$ cat src/xbe_pkg.sv
// Package for the exit, branch and address-transfer execution block.
// Assumes a 16-bit parcel instruction format with octal-style fields.
`default_nettype none
package xbe_pkg;
    localparam int ADDR_W = 24;
    localparam int SCAL_W = 64;
    localparam int SAVE_CNT = 64;
    localparam int IMM_W = 22;
    // Opcode values (7-bit g/h field)
    localparam logic [6:0] OP_NORMAL_EXIT = 7'h04;
    localparam logic [6:0] OP_BR_SAVE = 7'h05;
    localparam logic [6:0] OP_BR_IMM = 7'h06;
    localparam logic [6:0] OP_RETURN = 7'h07;
    localparam logic [6:0] OP_BRA_EQ = 7'h08;
    localparam logic [6:0] OP_BRA_NE = 7'h09;
    localparam logic [6:0] OP_BRA_POS = 7'h0a;
    localparam logic [6:0] OP_BRA_NEG = 7'h0b;
    localparam logic [6:0] OP_BRS_EQ = 7'h0c;
    localparam logic [6:0] OP_BRS_NE = 7'h0d;
    localparam logic [6:0] OP_BRS_POS = 7'h0e;
    localparam logic [6:0] OP_BRS_NEG = 7'h0f;
    localparam logic [6:0] OP_LOAD_IMM = 7'h10;
    localparam logic [6:0] OP_LOAD_IMM_CPL = 7'h11;
    localparam logic [6:0] OP_LOAD_SHORT = 7'h12;
    localparam logic [6:0] OP_SCAL_TO_ADDR = 7'h13;
    localparam logic [6:0] OP_SAVE_TO_ADDR = 7'h14;
    localparam logic [6:0] OP_ADDR_TO_SAVE = 7'h15;
    localparam logic [6:0] OP_POPCOUNT = 7'h16;
    localparam logic [6:0] OP_LZ_COUNT = 7'h17;
    localparam logic [6:0] OP_MONITOR = 7'h01;
    localparam logic [2:0] MON_I_EXCH = 3'h3;
    // Field positions inside the first parcel
    localparam int F_OP_LSB = 9;
    localparam int F_I_LSB = 6;
    localparam int F_J_LSB = 3;
    localparam int F_K_LSB = 0;
    localparam logic [6:0] LZ_ALL_ZERO = 7'h40;
    localparam logic [ADDR_W-1:0] EXCH_ADDR_RESET = 24'h000000;
endpackage
`default_nettype wire

$ cat src/xbe_count.sv
// Population and leading-zero counter for one scalar word.
// Pure combinational; the caller registers the result.
`default_nettype none
module xbe_count
    import xbe_pkg::*;
#(
    parameter int W = SCAL_W
) (
    input wire logic [W-1:0] word,
    output logic [6:0] ones,
    output logic [6:0] leadZeros
);
    // Elaboration guard: the 7-bit counts only cover a 64-bit word
    if (W != 64) begin : g_width_check
        $error("xbe_count supports 64-bit words only");
    end

    // One loop gives both counts; a found flag stops the zero run
    always_comb begin
        logic found;
        found = 1'b0;
        ones = 7'h00;
        leadZeros = 7'h00;
        for (int b = W - 1; b >= 0; b--) begin
            if (word[b]) begin
                ones = ones + 7'h01;
                found = 1'b1;
            end else if (!found) begin
                leadZeros = leadZeros + 7'h01;
            end
        end
    end
endmodule
`default_nettype wire

$ cat src/xbe_exec.sv
// Execution block for exit, branch, immediate-load and address transfers.
// Assumes the issue stage presents one instruction per cycle with its
// second parcel already joined, and that register files read combinationally.
`default_nettype none
module xbe_exec
    import xbe_pkg::*;
#(
    parameter int AW = ADDR_W
) (
    input wire logic ref_clk,
    input wire logic rst_n,
    input wire logic issueValid,
    input wire logic [15:0] parcel0,
    input wire logic [15:0] parcel1,
    input wire logic [AW-1:0] issueAddr,
    input wire logic supervisorMode,
    input wire logic pipeIdle,
    input wire logic [AW-1:0] addressRegisterZero,
    input wire logic [SCAL_W-1:0] scalarRegisterZero,
    input wire logic [AW-1:0] addrReadData,
    input wire logic [SCAL_W-1:0] scalReadData,
    input wire logic [AW-1:0] saveReadData,
    output logic issueReady,
    output logic twoParcel,
    output logic [2:0] addrReadSel,
    output logic [2:0] scalReadSel,
    output logic [5:0] saveReadSel,
    output logic addrWrEn,
    output logic [2:0] addrWrSel,
    output logic [AW-1:0] addrWrData,
    output logic saveWrEn,
    output logic [5:0] saveWrSel,
    output logic [AW-1:0] saveWrData,
    output logic pcLoad,
    output logic [AW-1:0] pcTarget,
    output logic exchangeJump,
    output logic [AW-1:0] exchangeAddr,
    output logic [AW-1:0] exchangeSavedPc,
    output logic bufferInvalidate,
    output logic normalExitFlagSet
);
    // Elaboration guard: the immediate packing assumes 24-bit addresses
    if (AW != 24) begin : g_width_check
        $error("xbe_exec needs 24-bit address registers");
    end

    typedef enum logic [0:0] {XBE_RUN, XBE_DRAIN} xbe_state_t;

    xbe_state_t state;
    logic [AW-1:0] exitPc;
    logic [6:0] opc;
    logic [2:0] fldI;
    logic [2:0] fldJ;
    logic [2:0] fldK;
    logic [5:0] shortField;
    logic [AW-1:0] longImm;
    logic [IMM_W-1:0] loadImm;
    logic [6:0] onesCnt;
    logic [6:0] lzCnt;
    logic take;
    logic branchHit;

    // Field extraction from the first parcel
    assign opc = parcel0[15:F_OP_LSB];
    assign fldI = parcel0[F_I_LSB+2:F_I_LSB];
    assign fldJ = parcel0[F_J_LSB+2:F_J_LSB];
    assign fldK = parcel0[F_K_LSB+2:F_K_LSB];
    assign shortField = {fldJ, fldK};
    // Low 24 bits of ijkm; the top bit of the 25-bit field is dropped
    assign longImm = {parcel0[7:0], parcel1};
    assign loadImm = {parcel0[5:0], parcel1};

    // Condition test: zero, nonzero, sign bit clear (zero included) or sign bit set
    function automatic logic test_hit(input logic [1:0] sel, input logic isZero,
                                      input logic signBit);
        case (sel)
            2'd0: test_hit = isZero;
            2'd1: test_hit = !isZero;
            2'd2: test_hit = !signBit;
            default: test_hit = signBit;
        endcase
    endfunction

    // Drain holds further issue until the exit has left
    assign issueReady = (state == XBE_RUN);
    assign take = issueValid && issueReady;

    // Read selects steer the register files
    assign addrReadSel = (opc == OP_MONITOR) ? fldJ : fldI;
    assign scalReadSel = fldJ;
    assign saveReadSel = shortField;

    // Two-parcel forms include every long-immediate branch
    always_comb begin
        twoParcel = 1'b0;
        case (opc)
            OP_BR_IMM, OP_RETURN, OP_BRA_EQ, OP_BRA_NE, OP_BRA_POS, OP_BRA_NEG,
            OP_BRS_EQ, OP_BRS_NE, OP_BRS_POS, OP_BRS_NEG,
            OP_LOAD_IMM, OP_LOAD_IMM_CPL: twoParcel = 1'b1;
            default: twoParcel = 1'b0;
        endcase
    end

    // Branch condition, zero counted positive on both files
    always_comb begin
        branchHit = 1'b0;
        if (opc[6:2] == OP_BRA_EQ[6:2]) begin
            branchHit = test_hit(opc[1:0], addressRegisterZero == '0,
                                 addressRegisterZero[AW-1]);
        end else if (opc[6:2] == OP_BRS_EQ[6:2]) begin
            branchHit = test_hit(opc[1:0], scalarRegisterZero == '0,
                                 scalarRegisterZero[SCAL_W-1]);
        end
    end

    xbe_count #(.W(SCAL_W)) u_count (
        .word(scalReadData),
        .ones(onesCnt),
        .leadZeros(lzCnt)
    );

    // Exit sequencing waits for earlier results before the jump
    always_ff @(posedge ref_clk or negedge rst_n) begin
        if (!rst_n) begin
            state <= XBE_RUN;
            exitPc <= '0;
        end else begin
            case (state)
                XBE_RUN: begin
                    if (take && opc == OP_NORMAL_EXIT) begin
                        state <= XBE_DRAIN;
                        exitPc <= issueAddr + 24'h000001;
                    end
                end
                XBE_DRAIN: begin
                    if (pipeIdle) state <= XBE_RUN;
                end
                default: state <= XBE_RUN;
            endcase
        end
    end

    // Exchange jump and buffer void fire together once drained; the exit flag joins them outside supervisor mode
    always_ff @(posedge ref_clk or negedge rst_n) begin
        if (!rst_n) begin
            exchangeJump <= 1'b0;
            bufferInvalidate <= 1'b0;
            normalExitFlagSet <= 1'b0;
            exchangeSavedPc <= '0;
        end else begin
            exchangeJump <= (state == XBE_DRAIN) && pipeIdle;
            bufferInvalidate <= (state == XBE_DRAIN) && pipeIdle;
            normalExitFlagSet <= (state == XBE_DRAIN) && pipeIdle
                                 && !supervisorMode;
            if (state == XBE_DRAIN && pipeIdle) exchangeSavedPc <= exitPc;
        end
    end

    // Exchange address register, loaded only by the supervisor form
    always_ff @(posedge ref_clk or negedge rst_n) begin
        if (!rst_n) begin
            exchangeAddr <= EXCH_ADDR_RESET;
        end else if (take && opc == OP_MONITOR && fldI == MON_I_EXCH && supervisorMode) begin
            exchangeAddr <= (fldJ == 3'h0) ? '0 : addrReadData;
        end
    end

    // Program counter loads; a failed test leaves sequencing alone
    always_ff @(posedge ref_clk or negedge rst_n) begin
        if (!rst_n) begin
            pcLoad <= 1'b0;
            pcTarget <= '0;
        end else begin
            pcLoad <= 1'b0;
            if (take) begin
                case (opc)
                    OP_BR_SAVE: begin
                        pcLoad <= 1'b1;
                        pcTarget <= saveReadData;
                    end
                    OP_BR_IMM, OP_RETURN: begin
                        pcLoad <= 1'b1;
                        pcTarget <= longImm;
                    end
                    default: begin
                        if (branchHit) begin
                            pcLoad <= 1'b1;
                            pcTarget <= longImm;
                        end
                    end
                endcase
            end
        end
    end
    // No load on a failed test: the issue stage simply advances
    // past both parcels.

    // Address register writes
    always_ff @(posedge ref_clk or negedge rst_n) begin
        if (!rst_n) begin
            addrWrEn <= 1'b0;
            addrWrSel <= 3'h0;
            addrWrData <= '0;
        end else begin
            addrWrEn <= 1'b0;
            addrWrSel <= fldI;
            if (take) begin
                case (opc)
                    OP_LOAD_IMM: begin
                        addrWrEn <= 1'b1;
                        addrWrData <= {2'b00, loadImm};
                    end
                    OP_LOAD_IMM_CPL: begin
                        addrWrEn <= 1'b1;
                        addrWrData <= ~{2'b00, loadImm};
                    end
                    OP_LOAD_SHORT: begin
                        addrWrEn <= 1'b1;
                        addrWrData <= {18'h00000, shortField};
                    end
                    OP_SCAL_TO_ADDR: begin
                        addrWrEn <= 1'b1;
                        addrWrData <= (fldJ == 3'h0) ? '0 : scalReadData[AW-1:0];
                    end
                    OP_SAVE_TO_ADDR: begin
                        addrWrEn <= 1'b1;
                        addrWrData <= saveReadData;
                    end
                    OP_POPCOUNT: begin
                        addrWrEn <= 1'b1;
                        addrWrData <= (fldJ == 3'h0) ? '0 : {17'h00000, onesCnt};
                    end
                    OP_LZ_COUNT: begin
                        addrWrEn <= 1'b1;
                        addrWrData <= {17'h00000,
                                       (fldJ == 3'h0) ? LZ_ALL_ZERO : lzCnt};
                    end
                    default: addrWrEn <= 1'b0;
                endcase
            end
        end
    end

    // Save register writes: return link and address-to-save transfer
    always_ff @(posedge ref_clk or negedge rst_n) begin
        if (!rst_n) begin
            saveWrEn <= 1'b0;
            saveWrSel <= 6'h00;
            saveWrData <= '0;
        end else begin
            saveWrEn <= 1'b0;
            if (take && opc == OP_RETURN) begin
                saveWrEn <= 1'b1;
                saveWrSel <= 6'h00;
                saveWrData <= issueAddr + 24'h000002;
            end else if (take && opc == OP_ADDR_TO_SAVE) begin
                saveWrEn <= 1'b1;
                saveWrSel <= shortField;
                saveWrData <= addrReadData;
            end
        end
    end

    // Checks
    a_exit_drain_jump: assert property (@(posedge ref_clk) disable iff (!rst_n)
        (state == XBE_DRAIN && pipeIdle) |=> exchangeJump && bufferInvalidate)
        else $error("exit did not jump");
    a_exit_flag_mode: assert property (@(posedge ref_clk) disable iff (!rst_n)
        normalExitFlagSet |-> exchangeJump && !$past(supervisorMode))
        else $error("exit flag in supervisor mode");
    a_no_jump_busy: assert property (@(posedge ref_clk) disable iff (!rst_n)
        exchangeJump |-> $past(pipeIdle))
        else $error("jump before drain");
    a_saved_pc_plus: assert property (@(posedge ref_clk) disable iff (!rst_n)
        (take && opc == OP_NORMAL_EXIT) ##1 pipeIdle |=>
        exchangeSavedPc == $past(issueAddr, 2) + 24'h000001)
        else $error("saved pc wrong");
    a_return_link: assert property (@(posedge ref_clk) disable iff (!rst_n)
        (take && opc == OP_RETURN) |=> saveWrEn && saveWrSel == 6'h00
        && pcLoad && pcTarget == $past(longImm))
        else $error("return jump wrong");
    a_zero_positive: assert property (@(posedge ref_clk) disable iff (!rst_n)
        (take && opc == OP_BRA_NEG && addressRegisterZero == '0) |=> !pcLoad)
        else $error("zero taken as negative");
    a_scal_zero_pos: assert property (@(posedge ref_clk) disable iff (!rst_n)
        (take && opc == OP_BRS_POS && scalarRegisterZero == '0) |=> pcLoad)
        else $error("scalar zero not positive");
    a_lz_zero_desig: assert property (@(posedge ref_clk) disable iff (!rst_n)
        (take && opc == OP_LZ_COUNT && fldJ == 3'h0) |=>
        addrWrEn && addrWrData == 24'h000040)
        else $error("leading zero default wrong");
    a_imm_upper_clr: assert property (@(posedge ref_clk) disable iff (!rst_n)
        (take && opc == OP_LOAD_IMM) |=> addrWrData[AW-1:IMM_W] == 2'b00)
        else $error("immediate upper bits set");
endmodule
`default_nettype wire

$ cat config.mk
export PLATFORM = sky130hd
export DESIGN_NAME = xbe_exec
export DESIGN_NICKNAME = d
export VERILOG_FILES = /design/src/xbe_pkg.sv /design/src/xbe_count.sv /design/src/xbe_exec.sv
export SDC_FILE = /design/constraint.sdc
export NUM_CORES = 1
export LEC_CHECK = 0
export BUFFER_PORTS_ARGS = -buffer_cell sky130_fd_sc_hd__buf_2
export CAP_MARGIN = 30
export CORE_AREA = 10 10 174 338
export DETAILED_ROUTE_END_ITERATION = 10
export DIE_AREA = 0 0 184 348
export GPL_ROUTABILITY_DRIVEN = 0
export PLACE_DENSITY = 0.89
export SYNTH_ARGS = -nofsm -noshare
export SYNTH_HDL_FRONTEND = slang
export SYNTH_SLANG_ARGS = --single-unit
$ cat constraint.sdc
create_clock -name ref_clk -period 5.1 [get_ports ref_clk]
set_clock_uncertainty 0.2 [all_clocks]
set_input_delay 1.02 -clock ref_clk [delete_from_list [all_inputs] [get_ports ref_clk]]
set_output_delay 1.02 -clock ref_clk [all_outputs]
set_load 0.1 [all_outputs]
==> results.yml, run 1 <==
clock_tree:
  cts-root-buf: "clkbuf_16"
  clockBufferDepth: 2
  cts_max_level: 4
  numCtsBuffers: 17
  cts.sinks: 159
placed_design:
  post_dp_cell_area_um2: 43200
  hpwlAfterDp_um: 124000
  portBuffers: 409
floorplanning:
  start_util_pct: 56.2
  ios: 410
  fp.dieH_um: 348
  dieWidth_um: 184
  row_count: 120
synth:
  synthArstFlopShare_pct: 100
  yosysWarnings: 0
  synth_edf_count: 0
  yosysTopAreaCell: "dfrtp_1"
  synth_common_cells: "563 x nand2_1, 430 x xnor2_1, 331 x nor2_1, 249 x o21ai_0, 188 x xor2_1"
  yosysTopAreaCellShare_pct: 13.3
  synth_seq_area_share_pct: 13.3
  synthDistinctLibCells: 116
  synth_flop_cell: "dfrtp_1"
  netlist_instances: 3985
  syn_nets: 4374
  synth.ff_latch_count: 159
  synth_area_leaders: "dfrtp_1 13%, xnor2_1 13%, nand2_1 7.0%, xor2_1 5.5%, ha_1 5.3%"
  synth_area_um2: 30000
  synth_most_common_cell: "nand2_1"
  avgSynthCellArea_um2: 7.53
grt:
  grt_max_degree: 98
  grt_pass1_vias: 55197
  grt_overflow_total: 3223
  grt_usage_pct: 80.0
  grt_pass1_wl_um: 382000
outcome:
  error_line: "[ERROR GRT-0116] Global routing finished with congestion. Check the congestion regions in the DRC Viewer."
  failed_stage: "5_1_grt"
  status: "did not finish"
==> per-layer routing <==
| metal | GRT overflow | track usage, % |
|---|---|---|
| met3 | 351 | 69.9 |
| met5 | 35 | 48.9 |
| met4 | 460 | 71.1 |
| met1 | 863 | 78.3 |
| met2 | 1514 | 96.3 |
==> stage by stage <==
step / std cells / setup WS (ns) / TNS, ns
3_5_place_dp: 6226 / -33.03 / -201.40
3_3_place_gp: 6224 / -29.07 / -177.94
4_1_cts: 6340 / -30.90 / -188.08
2_1_floorplan: 3985 / -30.09 / -181.51
==> cells by family after synthesis <==
family | share of synthesized area, %
adders and majority gates | 5.50
xor gates and xnor gates | 26.7
AOI/OAI and AO/OA | 17.7
DFF | 13.3
and+or+nand+nor | 27.3
buffers and inverters | 4.05
muxes | 5.47
==> timing repair <==
item | 4_1_cts
hold buffers | 0
setup endpoints to repair | 7
setup buffers | 82
pin swaps | 123
resized for setup | 127
cloned | 0
==> run 2, diff against run 1 <==
--- a/config.mk
+++ b/config.mk
@@ -7,11 +7,11 @@
 export LEC_CHECK = 0
 export BUFFER_PORTS_ARGS = -buffer_cell sky130_fd_sc_hd__buf_2
 export CAP_MARGIN = 30
-export CORE_AREA = 10 10 174 338
+export CORE_AREA = 10 10 285 287
 export DETAILED_ROUTE_END_ITERATION = 10
-export DIE_AREA = 0 0 184 348
+export DIE_AREA = 0 0 295 297
 export GPL_ROUTABILITY_DRIVEN = 0
-export PLACE_DENSITY = 0.89
+export PLACE_DENSITY_LB_ADDON = 0.15
 export SYNTH_ARGS = -nofsm -noshare
 export SYNTH_HDL_FRONTEND = slang
 export SYNTH_SLANG_ARGS = --single-unit
==> run 2 against run 1 <==
Net effect: the flow now finishes, with violations (antenna violations, negative setup slack); synthesized cell count unchanged; synthesized area unchanged.
==> results.yml, run 2 <==
timing:
  fin_crit_ns: 34.47
  min_period_over_period_pct: 676
  worst_pin_slew_ns: 0.925
  slew_headroom_pct: 38.3
  setup_slack_ns: -29.37
  final_hold_viol_count: 0
  rsz0062_at_grt: "yes"
  hold-worst-slack_ns: 0.264
  slew_viol_final: 0
  setup-violations-final: 7
  max_freq_ghz: 0.0290
floorplanning:
  ios: 410
  start_util_pct: 39.8
  die-area_um2: 87600
  dieWidth_um: 295
  row_count: 101
  fp.dieH_um: 297
  core-area_um2: 75400
synth:
  synth_flop_cell: "dfrtp_1"
  synth_top_family_by_area: "simple AND/OR/NAND/NOR gates"
  synth_most_common_cell: "nand2_1"
  synth_compound_area_share_pct: 17.7
  synthDistinctLibCells: 116
  synth.ff_latch_count: 159
  synthMuxAreaShare_pct: 5.47
  avgSynthCellArea_um2: 7.53
  synth-xor-area-share_pct: 26.7
  syn_nets: 4374
  synth_fa_ha_area_share_pct: 5.50
  yosysWarnings: 0
  synth_seq_area_share_pct: 13.3
  netlist_instances: 3985
  yosys.area_share.simple_pct: 27.3
  synth_common_cells: "563 x nand2_1, 430 x xnor2_1, 331 x nor2_1, 249 x o21ai_0, 188 x xor2_1"
  synth_area_um2: 30000
  yosysTopAreaCellShare_pct: 13.3
  synthArstFlopShare_pct: 100
  synth_area_leaders: "dfrtp_1 13%, xnor2_1 13%, nand2_1 7.0%, xor2_1 5.5%, ha_1 5.3%"
  synth_edf_count: 0
  yosysTopAreaCell: "dfrtp_1"
grt:
  grt_overflow_total: 0
  grt_usage_pct: 25.9
  grt_max_degree: 104
  antenna_found_initial: 12
  grt_pass1_vias: 35348
  grt_pass1_wl_um: 187000
worst_setup_path:
  worstSetupStartpointType: "input port"
  critPathArrivalTime_ns: 34.63
  path_common_cell: "buf_4"
  crit_type: "input port to register"
  slowest_stage: "xnor3_1"
  cp-end-kind: "register"
  cp_max_fo: 6
  slowest_delay_ns: 0.55
  required_ns: 5.25
drt:
  wl_per_cell_um: 17.7
  num_vias: 36111
  drc: 0
  postRouteAntennaNets: 1
  finalWirelength_um: 120000
  first_pass_iters: 5
  viasPerCell: 5.32
  drt_iter0_markers: 2178
placed_design:
  portBuffers: 409
  hpwlAfterDp_um: 96500
  dp.cells: 6574
clock_tree:
  numCtsBuffers: 17
  cts-root-buf: "clkbuf_16"
  clockBufferDepth: 2
  postCtsHoldBufs: 0
  cts_max_level: 4
  cts.sinks: 159
  clk_latency_ns: 0.43
  clkSlewWorstSetupHoldPaths_ns: 0.09
  cts_tree: "yes"
cells_and_area:
  multiInputGateArea_um2: 26700
  instances_no_fill: 6786
  seqCellArea_um2: 3980
  mostFrequentLayoutCells: "1509 x buf_4, 534 x nand2_1, 414 x xnor2_1"
  syn_to_final_growth_pct: 56.4
  fin_nets: 6166
  final_common_cell: "buf_4"
  drive_above_1_share_pct: 42.3
  nFillCells: 6777
  final_util_pct: 62.2
job:
  drv_cap: 0
min_path:
  hold_path.class: "register to register"
outcome:
  status: "finished, violations left"
  failed_checks: "antenna violations, negative setup slack"
## run 2: worst paths after layout
kind | startpoint | end | slack [ns] | cells after the start
worst max-delay path | scalReadData[62] | addrWrData[6] | -29.37 | 213
min in group asynchronous | rst_n | exchangeAddr[14] | 0.27 | 1
worst min-delay path | exchangeAddr[6] | exchangeAddr[6] | 0.26 | 2
worst min register to register | exchangeAddr[6] | exchangeAddr[6] | 0.26 | 2
worst max register to register | state | addrWrData[6] | 2.56 | 9
max in group asynchronous | rst_n | pcTarget[0] | 3.28 | 3
## run 2: timing repair
item / 4_1_cts / 5_1_grt
setup endpoints to repair: 7 / 7
hold endpoints to repair: 0 / 0
buffers inserted: 127 / 36
pin swaps: 92 / 157
resized for setup: 121 / 143
## run 2: routing by layer
metal | share of wire (%) | GRT usage, % | vias up
met5 | 0.023 | 0 | -
met4 | 2.7 | 7.44 | 4
met3 | 4.7 | 3.28 | 204
met2 | 49 | 45.3 | 884
met1 | 43 | 32.8 | 17203
li1 | - | - | 17816
## run 2: cell type report
class	count	share of cell area (%)
diodes	18	0.0959
clock inverters	14	0.402
repair buffers	1956	29.7
clock buffers	18	0.914
well taps	978	2.61
multi-input cells	3523	56.9
flip-flops and latches	159	8.47
inverters	120	0.991
## run 2: metrics by stage
step / worst slack (ns) / cell area (µm²) / setup TNS (ns)
after floorplan: -30.09 / 30800 / -181.51
after global placement: -29.29 / 43800 / -179.26
after detailed placement: -30.43 / 43800 / -185.89
after CTS: -28.94 / 45900 / -176.52
after global routing: -31.41 / 46900 / -190.53
final: -29.37 / 47000 / -177.97
## run 2: kinds of logic after synthesis
family	after synthesis
flops	159
buf+inv	303
mux	156
compound gates	819
xor+xnor	747
simple gates	1668
fa+ha+maj	133
## run 2: worst max-delay path, delay by kind of cell
| kind | cells | cell delay (ns) |
|---|---|---|
| simple gates | 51 | 5.86 |
| mux | 10 | 2.58 |
| fa+ha+maj | 41 | 10.33 |
| buf+inv | 64 | 7.57 |
| xor+xnor | 10 | 2.83 |
| compound gates | 37 | 4.42 |
Power of run 2 is not shown: default switching activity piles up to over one toggle a cycle in this logic, so the estimate is an artifact.
==> run 3, diff against run 2 <==
--- a/config.mk
+++ b/config.mk
@@ -7,11 +7,12 @@
 export LEC_CHECK = 0
 export BUFFER_PORTS_ARGS = -buffer_cell sky130_fd_sc_hd__buf_2
 export CAP_MARGIN = 30
-export CORE_AREA = 10 10 285 287
+export CORE_AREA = 10 10 292 294
 export DETAILED_ROUTE_END_ITERATION = 10
-export DIE_AREA = 0 0 295 297
+export DIE_AREA = 0 0 302 304
 export GPL_ROUTABILITY_DRIVEN = 0
 export PLACE_DENSITY_LB_ADDON = 0.15
 export SYNTH_ARGS = -nofsm -noshare
 export SYNTH_HDL_FRONTEND = slang
+export SYNTH_HIERARCHICAL = 1
 export SYNTH_SLANG_ARGS = --single-unit
==> run 3 against run 2 <==
Net effect: the run ends with negative setup slack left; via count down 0.19%; die area up 4.8%; sequential share of layout area down 0.10 points; worst hold slack worse by 0.12 ns; register-to-register slack worse by 0.08 ns; critical endpoint unchanged; largest cell class unchanged.
==> results.yml, run 3 <==
outcome:
  status: "finished, violations left"
  failed_checks: "negative setup slack"
synth:
  synth_common_cells: "511 x nand2_1, 422 x xnor2_1, 397 x nor2_1, 220 x xor2_1, 211 x a21oi_1"
  synth_flop_cell: "dfrtp_1"
  avgSynthCellArea_um2: 7.58
  synthDistinctLibCells: 130
  synth.ff_latch_count: 159
  yosys.area_share.simple_pct: 26.8
  synth_area_um2: 30600
  synth_area_leaders: "dfrtp_1 13%, xnor2_1 12%, xor2_1 6.3%, nand2_1 6.3%, ha_1 5.2%"
  synth-xor-area-share_pct: 26.0
  netlist_instances: 4034
  synth_compound_area_share_pct: 17.9
  yosysWarnings: 6
  yosysTopAreaCell: "dfrtp_1"
  synth_top_family_by_area: "simple AND/OR/NAND/NOR gates"
  synthArstFlopShare_pct: 100
  synthMuxAreaShare_pct: 6.30
  synth_most_common_cell: "nand2_1"
  synth_seq_area_share_pct: 13.0
  synth_edf_count: 0
  yosysTopAreaCellShare_pct: 13.0
  synth_fa_ha_area_share_pct: 5.53
  syn_nets: 4423
placed_design:
  portBuffers: 409
  hpwlAfterDp_um: 97300
cells_and_area:
  fin_nets: 6236
  mostFrequentLayoutCells: "1522 x buf_4, 482 x nand2_1, 404 x buf_2"
  syn_to_final_growth_pct: 55.5
  final_common_cell: "buf_4"
  nFillCells: 7325
  drive_above_1_share_pct: 42.7
  final_util_pct: 59.7
drt:
  first_pass_iters: 6
  postRouteAntennaNets: 0
  num_vias: 36043
  wl_per_cell_um: 17.0
  finalWirelength_um: 117000
  drc: 0
  viasPerCell: 5.20
  drt_iter0_markers: 2018
worst_setup_path:
  critPathLaunch: "scalReadData[63]"
  regToRegEndpoint: "pcTarget[22]"
  r2r_start: "state"
  worstSetupStartpointType: "input port"
  path_common_cell: "buf_4"
  cp_max_fo: 4
  r2r.worst_path.cells: 7
  cp-end-kind: "register"
  crit_type: "input port to register"
  critPathArrivalTime_ns: 34.52
  slowest_delay_ns: 0.34
  cp.depth: 229
  path_buf_inv: 58
  slowest_stage: "a2111oi_4"
  crit_family: "adder cells"
  r2r_setup_slack_ns: 2.48
  required_ns: 5.22
clock_tree:
  clkSlewWorstSetupHoldPaths_ns: 0.08
  numCtsBuffers: 17
  cts_tree: "yes"
  cts_max_level: 4
  clk_latency_ns: 0.44
  postCtsHoldBufs: 0
  clockBufferDepth: 2
  cts-root-buf: "clkbuf_16"
  cts.sinks: 159
grt:
  grt_pass1_wl_um: 184000
  antenna_found_initial: 18
  grt_pass1_vias: 34947
  grt_usage_pct: 24.1
  grt_overflow_total: 0
  grt_max_degree: 102
timing:
  min_period_over_period_pct: 675
  final_hold_viol_count: 0
  slew_headroom_pct: 36.0
  rsz0062_at_grt: "yes"
  setup_slack_ns: -29.30
  fin_crit_ns: 34.40
  setup-violations-final: 7
  max_freq_ghz: 0.0291
  worst_pin_slew_ns: 0.958
  slew_viol_final: 0
floorplanning:
  fp.dieH_um: 304
  start_util_pct: 38.4
  dieWidth_um: 302
  die-area_um2: 91800
  row_count: 104
  core-area_um2: 79600
  ios: 410
job:
  drv_cap: 0
min_path:
  hold_path.class: "input port to asynchronous set/reset pin"
==> run 3: worst max path at each step <==
stage | endpoint | slack (ns)
global placement | addrWrData[6] | -28.94
detailed placement | addrWrData[6] | -29.81
global route | addrWrData[6] | -31.21
CTS | addrWrData[6] | -28.91
floorplan | addrWrData[6] | -29.66
finish | addrWrData[6] | -29.30
==> run 3: metal layers <==
layer  GRT usage, %  vias to the layer above  wire length [µm]
met5              0                        -                80
met4           6.54                       12              3420
met3           2.50                      177              5130
met2           42.0                      794             56500
met1           31.1                    17026             52300
li1               -                    18034                 -
==> run 3: per-stage QoR <==
| step | cells | worst slack [ns] | cell area (µm²) | setup TNS [ns] | hold slack, ns |
|---|---|---|---|---|---|
| after floorplan | 4034 | -29.66 | 31500 | -175.64 | 0.246 |
| after global placement | 6763 | -28.94 | 44800 | -175.36 | 0.246 |
| after detailed placement | 6765 | -29.81 | 44900 | -180.54 | 0.253 |
| after CTS | 6881 | -28.91 | 46500 | -175.07 | 0.269 |
| after global routing | 6925 | -31.21 | 47500 | -189.89 | 0.128 |
| final | 6925 | -29.30 | 47500 | -176.61 | 0.143 |
==> run 3: cell type report <==
class / count / area, µm² / share of cell area (%)
sequential: 159 / 3980 / 8.37
clock inverter: 15 / 160 / 0.337
antenna: 5 / 12.5 / 0.0263
clock buffer: 17 / 425 / 0.895
tap: 1060 / 1330 / 2.79
multi-input combinational: 3565 / 27100 / 57.0
inverter: 136 / 534 / 1.12
timing repair buffer: 1968 / 14000 / 29.5
==> run 3: cells by family (layout without fill, tap and decap cells) <==
kind of cell / count (synthesis) / in the layout
AOI/OAI and AO/OA: 835 / 835
adders and majority gates: 137 / 137
DFF: 159 / 159
and+or+nand+nor: 1665 / 1665
buffers and inverters: 310 / 2136
muxes: 178 / 178
other: 0 / 5
xor gates and xnor gates: 750 / 750
==> run 3: repair_timing <==
action | CTS | global route
gates resized for setup | 86 | 162
pin swaps | 42 | 211
hold endpoints to repair | 0 | 0
setup endpoints to repair | 7 | 7
setup buffers | 84 | 40
Power of run 3 is left out for the same reason.
